==> src/sdlc_tx_regs.svh <==
// Purpose: Register offsets, field positions and constants of the framer
// Assumes: Byte addresses on an AXI4-Lite bus, one 32-bit word per register
// Notes:   Contract
`ifndef SDLC_TX_REGS_SVH
`define SDLC_TX_REGS_SVH
`define OFS_COMMAND   8'h00
`define OFS_MODE      8'h04
`define OFS_TX_CTRL   8'h08
`define OFS_RX_CTRL   8'h0c
`define OFS_FLAG      8'h10
`define OFS_MODE_MOD  8'h14
`define OFS_TX_DATA   8'h18
`define OFS_MAIN_ST   8'h1c
`define OFS_LOOP_ST   8'h20
`define CMD_HI        7
`define CMD_LO        6
`define CMD_RST_TXCRC 2'h2
`define CMD_RST_EOM   2'h3
`define MODE_PAR_EN   6
`define MODE_PAR_EVEN 1
`define TXC_CRC_EN    0
`define TXC_RTS       1
`define TXC_POLY      2
`define TXC_TX_EN     3
`define TXC_LEN_HI    6
`define TXC_LEN_LO    5
`define RXC_AUTO_EN   5
`define MM_LOOP       1
`define MM_ABORT_UR   2
`define MM_MARK_IDLE  3
`define MM_GAOP       4
`define MM_PRESET     7
`define ST_TBE        0
`define ST_HUNT       4
`define ST_CTS        5
`define ST_EOM        6
`define ST_BRK        7
`define LST_ON_LOOP   1
`define LST_SENDING   4
`define FLAG_RST      8'h7e
`define REG_RST       8'h00
`define CH_BITS       5'h08
`define CRC_BITS      5'h10
`define CRC_POLY      16'h1021
`define ZI_RUN        3'h5
`define ZI_DEPTH      5
`define SEVEN_ONES    7'h7f
`define LEN_5         4'h5
`define LEN_6         4'h6
`define LEN_7         4'h7
`define LEN_8         4'h8
`define RESP_OK       2'h0
`define RESP_DECERR   2'h3
`endif

==> src/sdlc_tx_pkg.sv <==
// Purpose: Shared types of the framer
// Assumes: Used with sdlc_tx_regs.svh
// Notes:   Enums carry no explicit codes
package sdlc_tx_pkg;
  typedef enum logic [2:0] {CH_DATA, CH_FLAG, CH_CRC, CH_ABORT, CH_MARK}
    char_kind_e;
  typedef enum logic [2:0] {LP_OFF, LP_IDLE, LP_HUNT, LP_ON, LP_SEND}
    loop_state_e;
endpackage : sdlc_tx_pkg

==> src/sdlc_transmit_and_loop.sv <==
// Purpose: Bit-oriented transmit framer with loop-station mode
// Assumes: bit_tick is a one-cycle pulse per bit time, at least 2 apart
// Notes:   Registers sit in the low byte of each word
//
// The register addresses and the AXI4-Lite register port were decided locally.
`timescale 1ns/1ps
`include "sdlc_tx_regs.svh"
module sdlc_transmit_and_loop (
  input  logic        aclk,
  input  logic        aresetn,
  input  logic [7:0]  awaddr,
  input  logic        awvalid,
  output logic        awready,
  input  logic [31:0] wdata,
  input  logic [3:0]  wstrb,
  input  logic        wvalid,
  output logic        wready,
  output logic [1:0]  bresp,
  output logic        bvalid,
  input  logic        bready,
  input  logic [7:0]  araddr,
  input  logic        arvalid,
  output logic        arready,
  output logic [31:0] rdata,
  output logic [1:0]  rresp,
  output logic        rvalid,
  input  logic        rready,
  input  logic        bit_tick,
  input  logic        rxd,
  input  logic        cts_n,
  output logic        txd,
  output logic        rts_n
);
  import sdlc_tx_pkg::*;

  logic [7:0]  mode_q, txc_q, rxc_q, flag_q, mm_q, tbuf_q;
  logic        tbuf_full_q, eom_q, brk_q, hunt_q, on_loop_q, sending_q;
  logic        rx_m_q, rx_s_q, cts_m_q, cts_s_q, rx_dly_q, txd_q, rts_n_q;
  logic [7:0]  rxh_q;
  logic        bvalid_q, rvalid_q;
  logic [1:0]  bresp_q, rresp_q;
  logic [31:0] rdata_q;
  logic [15:0] shreg_q, crc_q, crc_tx, ld_word;
  logic [4:0]  cnt_q, ld_cnt;
  logic [3:0]  pos_q;
  logic [2:0]  ones_q;
  logic [4:0]  zi_q;
  logic [7:0]  st_main, st_loop;
  char_kind_e  kind_q, ld_kind;
  loop_state_e lp_q;

  // Bus write decode
  wire         wr_go   = awvalid & wvalid & ~bvalid_q;
  wire         wr_lane = wr_go & wstrb[0];
  wire         wr_cmd  = wr_lane & (awaddr == `OFS_COMMAND);
  wire         wr_mode = wr_lane & (awaddr == `OFS_MODE);
  wire         wr_txc  = wr_lane & (awaddr == `OFS_TX_CTRL);
  wire         wr_rxc  = wr_lane & (awaddr == `OFS_RX_CTRL);
  wire         wr_flag = wr_lane & (awaddr == `OFS_FLAG);
  wire         wr_mm   = wr_lane & (awaddr == `OFS_MODE_MOD);
  wire         wr_data = wr_lane & (awaddr == `OFS_TX_DATA);
  wire         wr_map  = (awaddr == `OFS_COMMAND) | (awaddr == `OFS_MODE) |
                         (awaddr == `OFS_TX_CTRL) | (awaddr == `OFS_RX_CTRL) |
                         (awaddr == `OFS_FLAG) | (awaddr == `OFS_MODE_MOD) |
                         (awaddr == `OFS_TX_DATA) | (awaddr == `OFS_MAIN_ST) |
                         (awaddr == `OFS_LOOP_ST);
  wire [1:0]   cmd_code = wdata[`CMD_HI:`CMD_LO];
  wire         cmd_crc_rst = wr_cmd & (cmd_code == `CMD_RST_TXCRC);
  wire         cmd_eom_rst = wr_cmd & (cmd_code == `CMD_RST_EOM);
  wire         rd_go   = arvalid & ~rvalid_q;

  assign awready = wr_go;
  assign wready  = wr_go;
  assign arready = ~rvalid_q;
  assign bvalid  = bvalid_q;
  assign bresp   = bresp_q;
  assign rvalid  = rvalid_q;
  assign rresp   = rresp_q;
  assign rdata   = rdata_q;
  assign txd     = txd_q;
  assign rts_n   = rts_n_q;

  // Transmit enable, with clear-to-send gating under auto-enables
  wire tx_en   = txc_q[`TXC_TX_EN] & ~(rxc_q[`RXC_AUTO_EN] & cts_s_q);
  wire loop_on = (lp_q != LP_OFF);
  wire eng_ok  = tx_en & ((lp_q == LP_OFF) | (lp_q == LP_SEND));

  // Next-character selection when the shifter runs empty
  wire ld       = (cnt_q == 5'h00);
  wire ld_data  = ld & eng_ok & tbuf_full_q;
  wire ld_end   = ld & eng_ok & ~tbuf_full_q & ~eom_q;
  wire ld_abort = ld_end & mm_q[`MM_ABORT_UR] & ~loop_on;
  wire ld_crc   = ld_end & ~ld_abort;
  wire ld_mark  = ld & ~ld_data & ~ld_end &
                  (~tx_en | (mm_q[`MM_MARK_IDLE] & ~loop_on));

  // Character length and parity
  wire [1:0] len_sel = txc_q[`TXC_LEN_HI:`TXC_LEN_LO];
  wire [3:0] len = (len_sel == 2'h0) ? `LEN_5 : (len_sel == 2'h1) ? `LEN_7 :
                   (len_sel == 2'h2) ? `LEN_6 : `LEN_8;
  wire [7:0] len_mask = 8'hff >> (`LEN_8 - len);
  wire [7:0] data_m   = tbuf_q & len_mask;
  wire       par_en   = mode_q[`MODE_PAR_EN];
  wire       par_bit  = ^data_m ^ ~mode_q[`MODE_PAR_EVEN];
  wire [15:0] par_word = par_en ? (16'h0001 << len) : 16'h0000;
  wire [15:0] data_word = {8'h00, data_m} | (par_bit ? par_word : 16'h0000);
  wire [4:0] data_cnt = {1'b0, len} + {4'h0, par_en};

  // Serial bit source; a disabled transmitter finishes CRC with flag bits
  wire stuffable = (kind_q == CH_DATA) | (kind_q == CH_CRC);
  wire cur_bit = ((kind_q == CH_CRC) & ~tx_en) ? flag_q[pos_q[2:0]]
                                               : shreg_q[0];
  wire stuff   = bit_tick & ~ld & stuffable & (ones_q == `ZI_RUN);
  wire out_bit = stuff ? 1'b0 : cur_bit;
  wire crc_fb  = crc_q[15] ^ cur_bit;
  wire crc_upd = bit_tick & ~ld & ~stuff & (kind_q == CH_DATA) &
                 txc_q[`TXC_CRC_EN] & ~txc_q[`TXC_POLY];

  // Receive-side pattern detection for loop operation
  wire [7:0] rx_nh   = {rxh_q[6:0], rx_s_q};
  wire       seven   = bit_tick & (rx_nh[6:0] == `SEVEN_ONES);
  wire       flag_rx = bit_tick & (rx_nh == flag_q);
  wire       send_end = ld & (lp_q == LP_SEND) & (kind_q == CH_FLAG) &
                        eom_q & ~tbuf_full_q & ~mm_q[`MM_GAOP];

  always_comb begin
    for (int i = 0; i < 16; i++) begin
      crc_tx[i] = ~crc_q[15 - i];
    end
    if (ld_data) begin
      ld_word = data_word;
      ld_cnt  = data_cnt;
      ld_kind = CH_DATA;
    end else if (ld_crc) begin
      ld_word = crc_tx;
      ld_cnt  = `CRC_BITS;
      ld_kind = CH_CRC;
    end else if (ld_abort | ld_mark) begin
      ld_word = 16'h00ff;
      ld_cnt  = `CH_BITS;
      ld_kind = ld_abort ? CH_ABORT : CH_MARK;
    end else begin
      ld_word = {8'h00, flag_q};
      ld_cnt  = `CH_BITS;
      ld_kind = CH_FLAG;
    end
    st_main = 8'h00;
    st_main[`ST_TBE]  = ~tbuf_full_q;
    st_main[`ST_HUNT] = hunt_q;
    st_main[`ST_CTS]  = ~cts_s_q;
    st_main[`ST_EOM]  = eom_q;
    st_main[`ST_BRK]  = brk_q;
    st_loop = 8'h00;
    st_loop[`LST_ON_LOOP] = on_loop_q;
    st_loop[`LST_SENDING] = sending_q;
  end

  wire [7:0] rd_mux = (araddr == `OFS_COMMAND)  ? 8'h00  :
                      (araddr == `OFS_MODE)     ? mode_q :
                      (araddr == `OFS_TX_CTRL)  ? txc_q  :
                      (araddr == `OFS_RX_CTRL)  ? rxc_q  :
                      (araddr == `OFS_FLAG)     ? flag_q :
                      (araddr == `OFS_MODE_MOD) ? mm_q   :
                      (araddr == `OFS_TX_DATA)  ? tbuf_q :
                      (araddr == `OFS_MAIN_ST)  ? st_main :
                      (araddr == `OFS_LOOP_ST)  ? st_loop : 8'h00;
  wire rd_map = (araddr <= `OFS_LOOP_ST) & (araddr[1:0] == 2'h0);

  // Bus response channels
  always_ff @(posedge aclk) begin
    if (!aresetn) begin
      bvalid_q <= 1'b0;
      bresp_q  <= `RESP_OK;
      rvalid_q <= 1'b0;
      rresp_q  <= `RESP_OK;
      rdata_q  <= 32'h0000_0000;
    end else begin
      if (wr_go) begin
        bvalid_q <= 1'b1;
        bresp_q  <= wr_map ? `RESP_OK : `RESP_DECERR;
      end else if (bready) begin
        bvalid_q <= 1'b0;
      end
      if (rd_go) begin
        rvalid_q <= 1'b1;
        rresp_q  <= rd_map ? `RESP_OK : `RESP_DECERR;
        rdata_q  <= {24'h000000, rd_mux};
      end else if (rready) begin
        rvalid_q <= 1'b0;
      end
    end
  end

  // Software registers and transmit buffer
  always_ff @(posedge aclk) begin
    if (!aresetn) begin
      mode_q <= `REG_RST;
      txc_q  <= `REG_RST;
      rxc_q  <= `REG_RST;
      flag_q <= `FLAG_RST;
      mm_q   <= `REG_RST;
      tbuf_q <= `REG_RST;
      tbuf_full_q <= 1'b0;
    end else begin
      if (wr_mode) mode_q <= wdata[7:0];
      if (wr_txc)  txc_q  <= wdata[7:0];
      if (wr_rxc)  rxc_q  <= wdata[7:0];
      if (wr_flag) flag_q <= wdata[7:0];
      if (wr_mm)   mm_q   <= wdata[7:0];
      if (wr_data) begin
        tbuf_q      <= wdata[7:0];
        tbuf_full_q <= 1'b1;
      end else if (ld_data) begin
        tbuf_full_q <= 1'b0;
      end
    end
  end

  // Pin synchronisers and request-to-send
  always_ff @(posedge aclk) begin
    if (!aresetn) begin
      rx_m_q  <= 1'b1;
      rx_s_q  <= 1'b1;
      cts_m_q <= 1'b1;
      cts_s_q <= 1'b1;
      rts_n_q <= 1'b1;
    end else begin
      rx_m_q  <= rxd;
      rx_s_q  <= rx_m_q;
      cts_m_q <= cts_n;
      cts_s_q <= cts_m_q;
      rts_n_q <= ~txc_q[`TXC_RTS];
    end
  end

  // Shifter, zero inserter and CRC generator
  always_ff @(posedge aclk) begin
    if (!aresetn) begin
      shreg_q <= 16'h0000;
      cnt_q   <= 5'h00;
      pos_q   <= 4'h0;
      kind_q  <= CH_MARK;
      ones_q  <= 3'h0;
      zi_q    <= 5'h1f;
      crc_q   <= 16'h0000;
      eom_q   <= 1'b1;
    end else begin
      if (ld) begin
        shreg_q <= ld_word;
        cnt_q   <= ld_cnt;
        kind_q  <= ld_kind;
        pos_q   <= 4'h0;
      end else if (bit_tick) begin
        zi_q <= {zi_q[`ZI_DEPTH-2:0], out_bit};
        if (stuff) begin
          ones_q <= 3'h0;
        end else begin
          shreg_q <= {1'b0, shreg_q[15:1]};
          cnt_q   <= cnt_q - 5'h01;
          pos_q   <= pos_q + 4'h1;
          ones_q  <= (cur_bit & stuffable) ? ones_q + 3'h1 : 3'h0;
        end
      end
      if (cmd_crc_rst) begin
        crc_q <= mm_q[`MM_PRESET] ? 16'hffff : 16'h0000;
      end else if (crc_upd) begin
        crc_q <= {crc_q[14:0], 1'b0} ^ (crc_fb ? `CRC_POLY : 16'h0000);
      end
      if (ld_end) begin
        eom_q <= 1'b1;
      end else if (cmd_eom_rst) begin
        eom_q <= 1'b0;
      end
    end
  end

  // Loop-station state and receive status
  always_ff @(posedge aclk) begin
    if (!aresetn) begin
      lp_q      <= LP_OFF;
      rxh_q     <= 8'h00;
      rx_dly_q  <= 1'b1;
      txd_q     <= 1'b1;
      brk_q     <= 1'b0;
      hunt_q    <= 1'b1;
      on_loop_q <= 1'b0;
      sending_q <= 1'b0;
    end else begin
      if (bit_tick) begin
        rxh_q    <= rx_nh;
        rx_dly_q <= rx_s_q;
      end
      if (seven) begin
        brk_q <= 1'b1;
      end else if (bit_tick & ~rx_s_q) begin
        brk_q <= 1'b0;
      end
      if (seven) begin
        hunt_q <= 1'b1;
      end else if (flag_rx) begin
        hunt_q <= 1'b0;
      end
      case (lp_q)
        LP_OFF:  txd_q <= zi_q[`ZI_DEPTH-1];
        LP_SEND: txd_q <= zi_q[`ZI_DEPTH-1];
        LP_IDLE: txd_q <= rx_s_q;
        default: txd_q <= rx_dly_q;
      endcase
      case (lp_q)
        LP_OFF: begin
          if (mm_q[`MM_LOOP]) lp_q <= LP_IDLE;
        end
        LP_IDLE: begin
          if (!mm_q[`MM_LOOP]) begin
            lp_q <= LP_OFF;
          end else if (mm_q[`MM_GAOP] & seven) begin
            lp_q      <= LP_HUNT;
            on_loop_q <= 1'b1;
          end
        end
        LP_HUNT, LP_ON: begin
          if (!mm_q[`MM_LOOP] & (seven | hunt_q)) begin
            lp_q      <= LP_OFF;
            on_loop_q <= 1'b0;
          end else if (lp_q == LP_HUNT & flag_rx) begin
            lp_q <= LP_ON;
          end else if (lp_q == LP_ON & mm_q[`MM_GAOP] & seven) begin
            lp_q      <= LP_SEND;
            sending_q <= 1'b1;
          end
        end
        LP_SEND: begin
          if (send_end) begin
            lp_q      <= LP_ON;
            sending_q <= 1'b0;
          end
        end
        default: lp_q <= LP_OFF;
      endcase
    end
  end

  chk_rts_follows_bit: assert property (@(posedge aclk) disable iff (!aresetn)
    txc_q[`TXC_RTS] ##1 txc_q[`TXC_RTS] |-> !rts_n)
    else $error("rts_n does not invert the control bit");
  chk_eom_set_end: assert property (@(posedge aclk) disable iff (!aresetn)
    ld_end |=> eom_q && (kind_q == CH_CRC || kind_q == CH_ABORT))
    else $error("end-of-message latch not set on CRC or abort");
  chk_crc_hold_off: assert property (@(posedge aclk) disable iff (!aresetn)
    !txc_q[`TXC_CRC_EN] && !cmd_crc_rst |=> $stable(crc_q))
    else $error("CRC changed while disabled");
  chk_crc_preset_val: assert property (@(posedge aclk) disable iff (!aresetn)
    cmd_crc_rst |=> crc_q == ($past(mm_q[`MM_PRESET]) ? 16'hffff : 16'h0000))
    else $error("CRC preset value wrong");
  chk_parity_count: assert property (@(posedge aclk) disable iff (!aresetn)
    ld_data |=> cnt_q == {1'b0, $past(len)} + {4'h0, $past(par_en)})
    else $error("character bit count wrong");
  chk_underrun_flags: assert property (@(posedge aclk) disable iff (!aresetn)
    ld & eng_ok & !tbuf_full_q & eom_q & !mm_q[`MM_MARK_IDLE] |=> kind_q == CH_FLAG)
    else $error("underrun with latch set did not send flag");
  chk_crc_sixteen: assert property (@(posedge aclk) disable iff (!aresetn)
    ld_crc |=> cnt_q == `CRC_BITS)
    else $error("CRC not sixteen bit times");
  chk_loop_no_abort: assert property (@(posedge aclk) disable iff (!aresetn)
    ld_end && loop_on |=> kind_q == CH_CRC)
    else $error("abort sent in loop mode");
  chk_go_on_loop: assert property (@(posedge aclk) disable iff (!aresetn)
    lp_q == LP_IDLE && mm_q[`MM_LOOP] && mm_q[`MM_GAOP] && seven
    |=> on_loop_q && hunt_q && brk_q && lp_q == LP_HUNT)
    else $error("on-loop entry incomplete");
  chk_auto_cts_off: assert property (@(posedge aclk) disable iff (!aresetn)
    rxc_q[`RXC_AUTO_EN] && cts_s_q |-> !tx_en)
    else $error("transmitter enabled with clear-to-send high");
  chk_stuff_zero: assert property (@(posedge aclk) disable iff (!aresetn)
    stuff |=> zi_q[0] == 1'b0 && ones_q == 3'h0)
    else $error("inserted bit not zero");
endmodule : sdlc_transmit_and_loop

==> config.mk <==
export PLATFORM = sky130hd
export DESIGN_NAME = sdlc_transmit_and_loop
export DESIGN_NICKNAME = d
export VERILOG_FILES = /design/src/sdlc_tx_pkg.sv /design/src/sdlc_transmit_and_loop.sv
export VERILOG_INCLUDE_DIRS = /design/src
export SDC_FILE = /design/constraint.sdc
export NUM_CORES = 1
export LEC_CHECK = 0
export BUFFER_PORTS_ARGS = -buffer_cell sky130_fd_sc_hd__buf_2
export CAP_MARGIN = 10
export CORE_ASPECT_RATIO = 1.75
export CORE_MARGIN = 2
export CORE_UTILIZATION = 45
export DETAILED_ROUTE_END_ITERATION = 10
export GPL_TIMING_DRIVEN = 0
export MAX_ROUTING_LAYER = met4
export PLACE_DENSITY_LB_ADDON = 0.15
export SLEW_MARGIN = 15
export SYNTH_ARGS = -nofsm -noshare
export SYNTH_HDL_FRONTEND = slang
export SYNTH_SLANG_ARGS = --single-unit
==> constraint.sdc <==
create_clock -name aclk -period 2.6 [get_ports aclk]
set_input_delay 0.26 -clock aclk [delete_from_list [all_inputs] [get_ports aclk]]
set_output_delay 0.26 -clock aclk [all_outputs]
set_load 0.01 [all_outputs]
After elaboration in Yosys (flattened, before gate mapping)
Index checks and enable logic that the tools add are counted.

Register bits after elaboration: 137. Bits in latches: 0. Memory bits (writable): 0. Memory bits (read-only): 0. Input bits: 62. Output and inout bits: 43. Memories: 0.

Add/sub/neg operators: 5. Multiply operators: 0. Divide/modulo/power cells: 0. Magnitude comparators: 2. Equal/unequal tests: 40. Shift operators: 2. Mux-type cells: 67. Bitwise gates (word level): 103. Reduce and logical (&&, ||, !) cells: 29.

Operators by type and width (count): 2-to-1 mux 16 bit (10); 2-to-1 mux 8 bit (9); == test 8 x 5 -> 1 bit (second input constant) (8); AND 1 bit (50); 2-to-1 mux 3 bit (13); NOT 1 bit (35); == test 8 x 4 -> 1 bit (second input constant) (4); 2-to-1 mux 5 bit (6); 2-to-1 mux 1 bit (18); inequality test 2 bit (second input constant) (9); == test 8 x 3 -> 1 bit (second input constant) (2); == test 8 x 6 -> 1 bit (second input constant) (2); zero test 8 bit (2); bitwise OR 8 x 16 -> 16 bit (1); nonzero test 2 bit (8); left shift 1 x 4 -> 16 bit (first input constant) (1); bitwise XOR 16 x 13 -> 16 bit (1); 2-to-1 mux 13 bit (1); bitwise OR 1 bit (13); 2-to-1 mux 4 bit (3); case mux 3 bit (4 select lines) (1); OR reduction 2 bit (5); == test 3 x 2 -> 1 bit (second input constant) (3); AND 8 bit (1); 29 further kinds (42).

Logic depth before layout (Yosys ltp)
Word-level depth: 15. Mapped depth: 10. Gate-level depth less buffers: 9.

Least setup slack after synthesis
Ideal clock, no wire load.

Path kind: reg2reg. Start: register txc_q[5]. End: register cnt_q[1]. Data arrival time: 2.124 ns. Data required time: 2.535 ns. Path slack: 0.411 ns. Cell stages (with the launch flop): 10. Buffers on the path: 0. Period minus slack after synthesis: 2.189 ns. Path through: dfxtp_1 > inv_1 > ha_1 > or2_2 > ha_1 > inv_1 > fa_1 > nor4_1 > o22ai_1 > nor2_1.

Word-level cells in the longest chain between the ends: 7. Elaborated cells on any way between the ends: 9. Classes of those cells: add/sub: 1; eq/ne: 2; mux: 5; reduce/logical: 1.

RTL lines: start, declared (line sdlc_transmit_and_loop.sv:36) `logic [7:0] mode_q, txc_q, rxc_q, flag_q, mm_q, tbuf_q;`; start signal, assigned (line sdlc_transmit_and_loop.sv:198) `` txc_q <= `REG_RST; ``; start signal, assigned (line sdlc_transmit_and_loop.sv:206) `if (wr_txc) txc_q <= wdata[7:0];`; == test 2 bit (line sdlc_transmit_and_loop.sv:100) `` (len_sel == 2'h2) ? `LEN_6 : `LEN_8; ``; 2-to-1 mux 4 bit (no line) (2 in series); 2-to-1 mux 4 bit (no line) (*); adder 4 x 1 -> 5 bit (*) (line sdlc_transmit_and_loop.sv:107) `wire [4:0] data_cnt = {1'b0, len} + {4'h0, par_en};`; 2-to-1 mux 5 bit (*) (line sdlc_transmit_and_loop.sv:130) `if (ld_data) begin`; 2-to-1 mux 5 bit (*) (line sdlc_transmit_and_loop.sv:248) `if (ld) begin`; end signal, assigned (line sdlc_transmit_and_loop.sv:250) `cnt_q <= ld_cnt;`; end signal, assigned (line sdlc_transmit_and_loop.sv:259) `cnt_q <= cnt_q - 5'h01;`; end, declared (line sdlc_transmit_and_loop.sv:44) `logic [4:0] cnt_q, ld_cnt;`.

Mark *: on every way between the ends. The rest lies on a longest branch, timed or not. A chain may end at the register's enable or synchronous reset.

Worst setup path in the final report
Start: register cnt_q[0]. End: register cnt_q[0].

Word-level cells in the longest chain between the ends: 7. Elaborated cells on any way between the ends: 15. Classes of those cells: add/sub: 1; eq/ne: 1; mux: 4; bitwise: 6; reduce/logical: 3.

RTL lines: branches (longest 7 deep; another with subtractor 5 x 1 -> 5 bit).

Parallel ways; which one is timed is not known. The select of a mux whose other input is x is not followed.

==> flow_metrics.tcl <==
set metrics [dict create \
    max_slew.worst_pin.slew_ps 1140 \
    p_int_w 0.00426 \
    setup_viol 0 \
    r2r-start "cnt_q[0]" \
    synth_area_leaders "dfxtp_1 (39%), mux2i_1 (11%), nand2_1 (5.1%)" \
    die_h_microns 168 \
    cts_buffers 17 \
    muxShareOfSynthArea_pct 12.1 \
    syn_area_per_cell_sq_um 8.57 \
    post-route-min-period_ps 2430 \
    wire_per_inst_microns 18.9 \
    seqPwrFrac_pct 36.8 \
    synth.most_common_cell "dfxtp_1" \
    die_area_sq_um 16500 \
    critPathMaxStageDelay_ps 560 \
    synth-xor-area-share_pct 3.22 \
    synth_top_area_cell "dfxtp_1" \
    grt_max_degree 17 \
    synth_top_family_by_area "simple AND/OR/NAND/NOR gates" \
    cp_common_cell "clkbuf_1" \
    start_util_pct 45.6 \
    ys_seq_area_share_pct 38.6 \
    n_antenna_cell 0 \
    grt-ovfl-total 0 \
    first_iter_violations 276 \
    synthArstFlopShare_pct 0 \
    synthAdderAreaFrac_pct 2.81 \
    reg2reg_slack_ps 170 \
    crit_slowest_cell "clkbuf_1" \
    path_delay_family "buffers and inverters" \
    status "completed" \
    synth_commonest_cells "dfxtp_1 (134), nand2_1 (95), nor2_1 (90), mux2i_1 (74), a21oi_1 (47)" \
    clockPowerShare_pct 39.0 \
    fin_area_sq_um 8140 \
    finalHoldViolations 0 \
    reg2reg_depth 8 \
    fmax_mhz 411 \
    netlist_area_sq_um 6950 \
    dp_hpwl_microns 15700 \
    grt_pass1_vias 6043 \
    syn_inst 811 \
    die_w_microns 97.9 \
    skew_ps 13.0 \
    cts_hold_buf 0 \
    layout-drive-gt1-share_pct 15.7 \
    post-route-period-util_pct 93.6 \
    cp_data_arrival_time_ps 2760 \
    grt_pass1_wl_microns 32400 \
    drc_errors 0 \
    cp_cell_sequence "inv_1 -> ha_1 -> or4b_4 -> buf_6 -> clkbuf_1 -> clkbuf_1 -> a21oi_1 -> a211oi_1" \
    ys.warnings.count 0 \
    synth_compound_area_share_pct 15.5 \
    p_sw_share_pct 32.4 \
    area_growth_pct 17.1 \
    worstPathRequired_ps 2930 \
    num_rows 60 \
    slew_headroom_pct 23.6 \
    grt_setup_unrepaired "no" \
    pin_count 105 \
    vias_per_cell 5.51 \
    synthSimpleGateAreaFrac_pct 20.5 \
    p_per_area_nw_per_um2 774 \
    grt_usage_pct 26.1 \
    clk_pin_slew_worst_paths_ps 70 \
    fin_nets 979 \
    wl_microns 20800 \
    hold_ws_ps 10.3 \
    synth_ff_type "dfxtp_1" \
    antenna_found_initial 0 \
    root_buffer "clkbuf_16" \
    cp-start-kind "flip-flop" \
    crit_buf_inv 4 \
    hp-class "input pin to flip-flop" \
    drt_pass1_iterations 5 \
    cp_num_cells 8 \
    antenna_left 0 \
    insertion_delay_ps 420 \
    place_area_sq_um 7510 \
    path_max_fanout 10 \
    p_sw_w 0.00205 \
    ys_ff_latch 134 \
    rr_endpoint "cnt_q[0]" \
    final_max_slew_viol_count 0 \
    clockBufferDepth 2 \
    cts_tree "built" \
    vias 6065 \
    cts.sinks 134 \
    ctsHtreeMaxLevel 4 \
    fin_tns_setup_ps 0 \
    pwr-share-comb_pct 24.3 \
    synth_edf_count 0 \
    critPathLaunch "cnt_q[0]" \
    worstSetupPathType "flip-flop to flip-flop" \
    cp-end-kind "flip-flop" \
    gp_congestion 0.928 \
    coreArea_sq_um 15200 \
    yosysUniqueCellTypes 71 \
    numPortBuffers 49 \
    netlist.area_leader.share_pct 38.6 \
    irDropWorstVdd_mv 0.434 \
    cap_violations 0 \
    crit_end "cnt_q[0]" \
    power.leakage_nw 3.33 \
]
sequential cells by signal, summed over array words and instances (netlist names), 7 cells and up:
signal   flops
shreg_q     16
tbuf_q       8
mm_q         8
flag_q       8
txc_q        8
rdata        8
mode_q       8
rxh_q        7
rxc_q        8
crc_q       16
layout make-up:
class | count | area, sq um
Fill cell | 1526 | 7100
Multi-Input combinational cell | 603 | 3880
Sequential cell | 134 | 2690
Clock buffer | 18 | 439
Buffer | 77 | 424
Timing Repair Buffer | 49 | 245
Tap cell | 186 | 233
Clock inverter | 14 | 161
Inverter | 20 | 75.1
power by group through the flow:
| stage | clock, W | combinational [W] | sequential, W |
|---|---|---|---|
| global placement | 0 | 0.00150 | 0.00236 |
| detailed placement | 0 | 0.00151 | 0.00236 |
| floorplan | 0 | 0.00111 | 0.00234 |
| finish | 0.00246 | 0.00153 | 0.00232 |
| CTS | 0.00248 | 0.00152 | 0.00232 |
| global route | 0.00256 | 0.00167 | 0.00234 |
logic make-up (layout without fill, tap and decap cells):
group	after synthesis	in the layout
simple gates	294	294
flops	134	134
fa+ha+maj	15	15
buf+inv	97	178
compound gates	167	167
xor+xnor	24	24
mux	79	79
other cells	1	24
worst reg2reg max path, stage by stage, from the launching register on:
cell	delay [ps]
dfxtp_1	370
inv_1	80
ha_1	230
or4b_4	210
buf_6	110
clkbuf_1	380
clkbuf_1	560
a21oi_1	170
a211oi_1	240
routing by layer:
layer / vias to the layer above / routed length (microns) / track usage (%)
li1: 2990 / - / -
met1: 2854 / 7950 / 25.6
met2: 153 / 10800 / 46.8
met3: 68 / 595 / 3.49
met4: 0 / 1470 / 18.2
met5: - / 0 / -
placed cells by master (no fill, tap or decap), drive strengths merged, types with 9 or more instances in the layout:
cell type and n:
nor2 90, conb 24, o221ai 9, dfxtp 134
nor3 12, mux2i 75, a31oi 20, nor2b 12
a21oi 47, nand2b 14, ha 14, clkbuf 56
inv 27, nand2 95, nand4 9, buf 88
and3 9, nand3 25, o21ai 33, xnor2 21
worst min-delay path by stage:
stage | startpoint | endpoint | depth (start not counted)
6_report | rready | rvalid | 2
5_1_grt | rxd | rx_m_q | 2
4_1_cts | rready | rvalid | 2
3_5_place_dp | txc_q[1] | rts_n | 1
3_3_place_gp | rx_m_q | rx_s_q | 1
2_1_floorplan | rready | rvalid | 1
timing repair:
item	CTS	global route
setup buffers	0	0
endpoints found under the setup margin	7	15
gates resized for setup	2	5
stage by stage:
step	cells	total power [W]	setup slack, ps	utilization [%]
after floorplan	834	0.00345	411	-
after global placement	1069	0.00386	-105	49.3
after detailed placement	1069	0.00387	-116	49.3
after CTS	1101	0.00632	16.3	53.3
after global routing	1101	0.00656	43.9	53.4
final	1101	0.00631	168	53.4
Note: power is estimated with default switching activity, not from simulation.
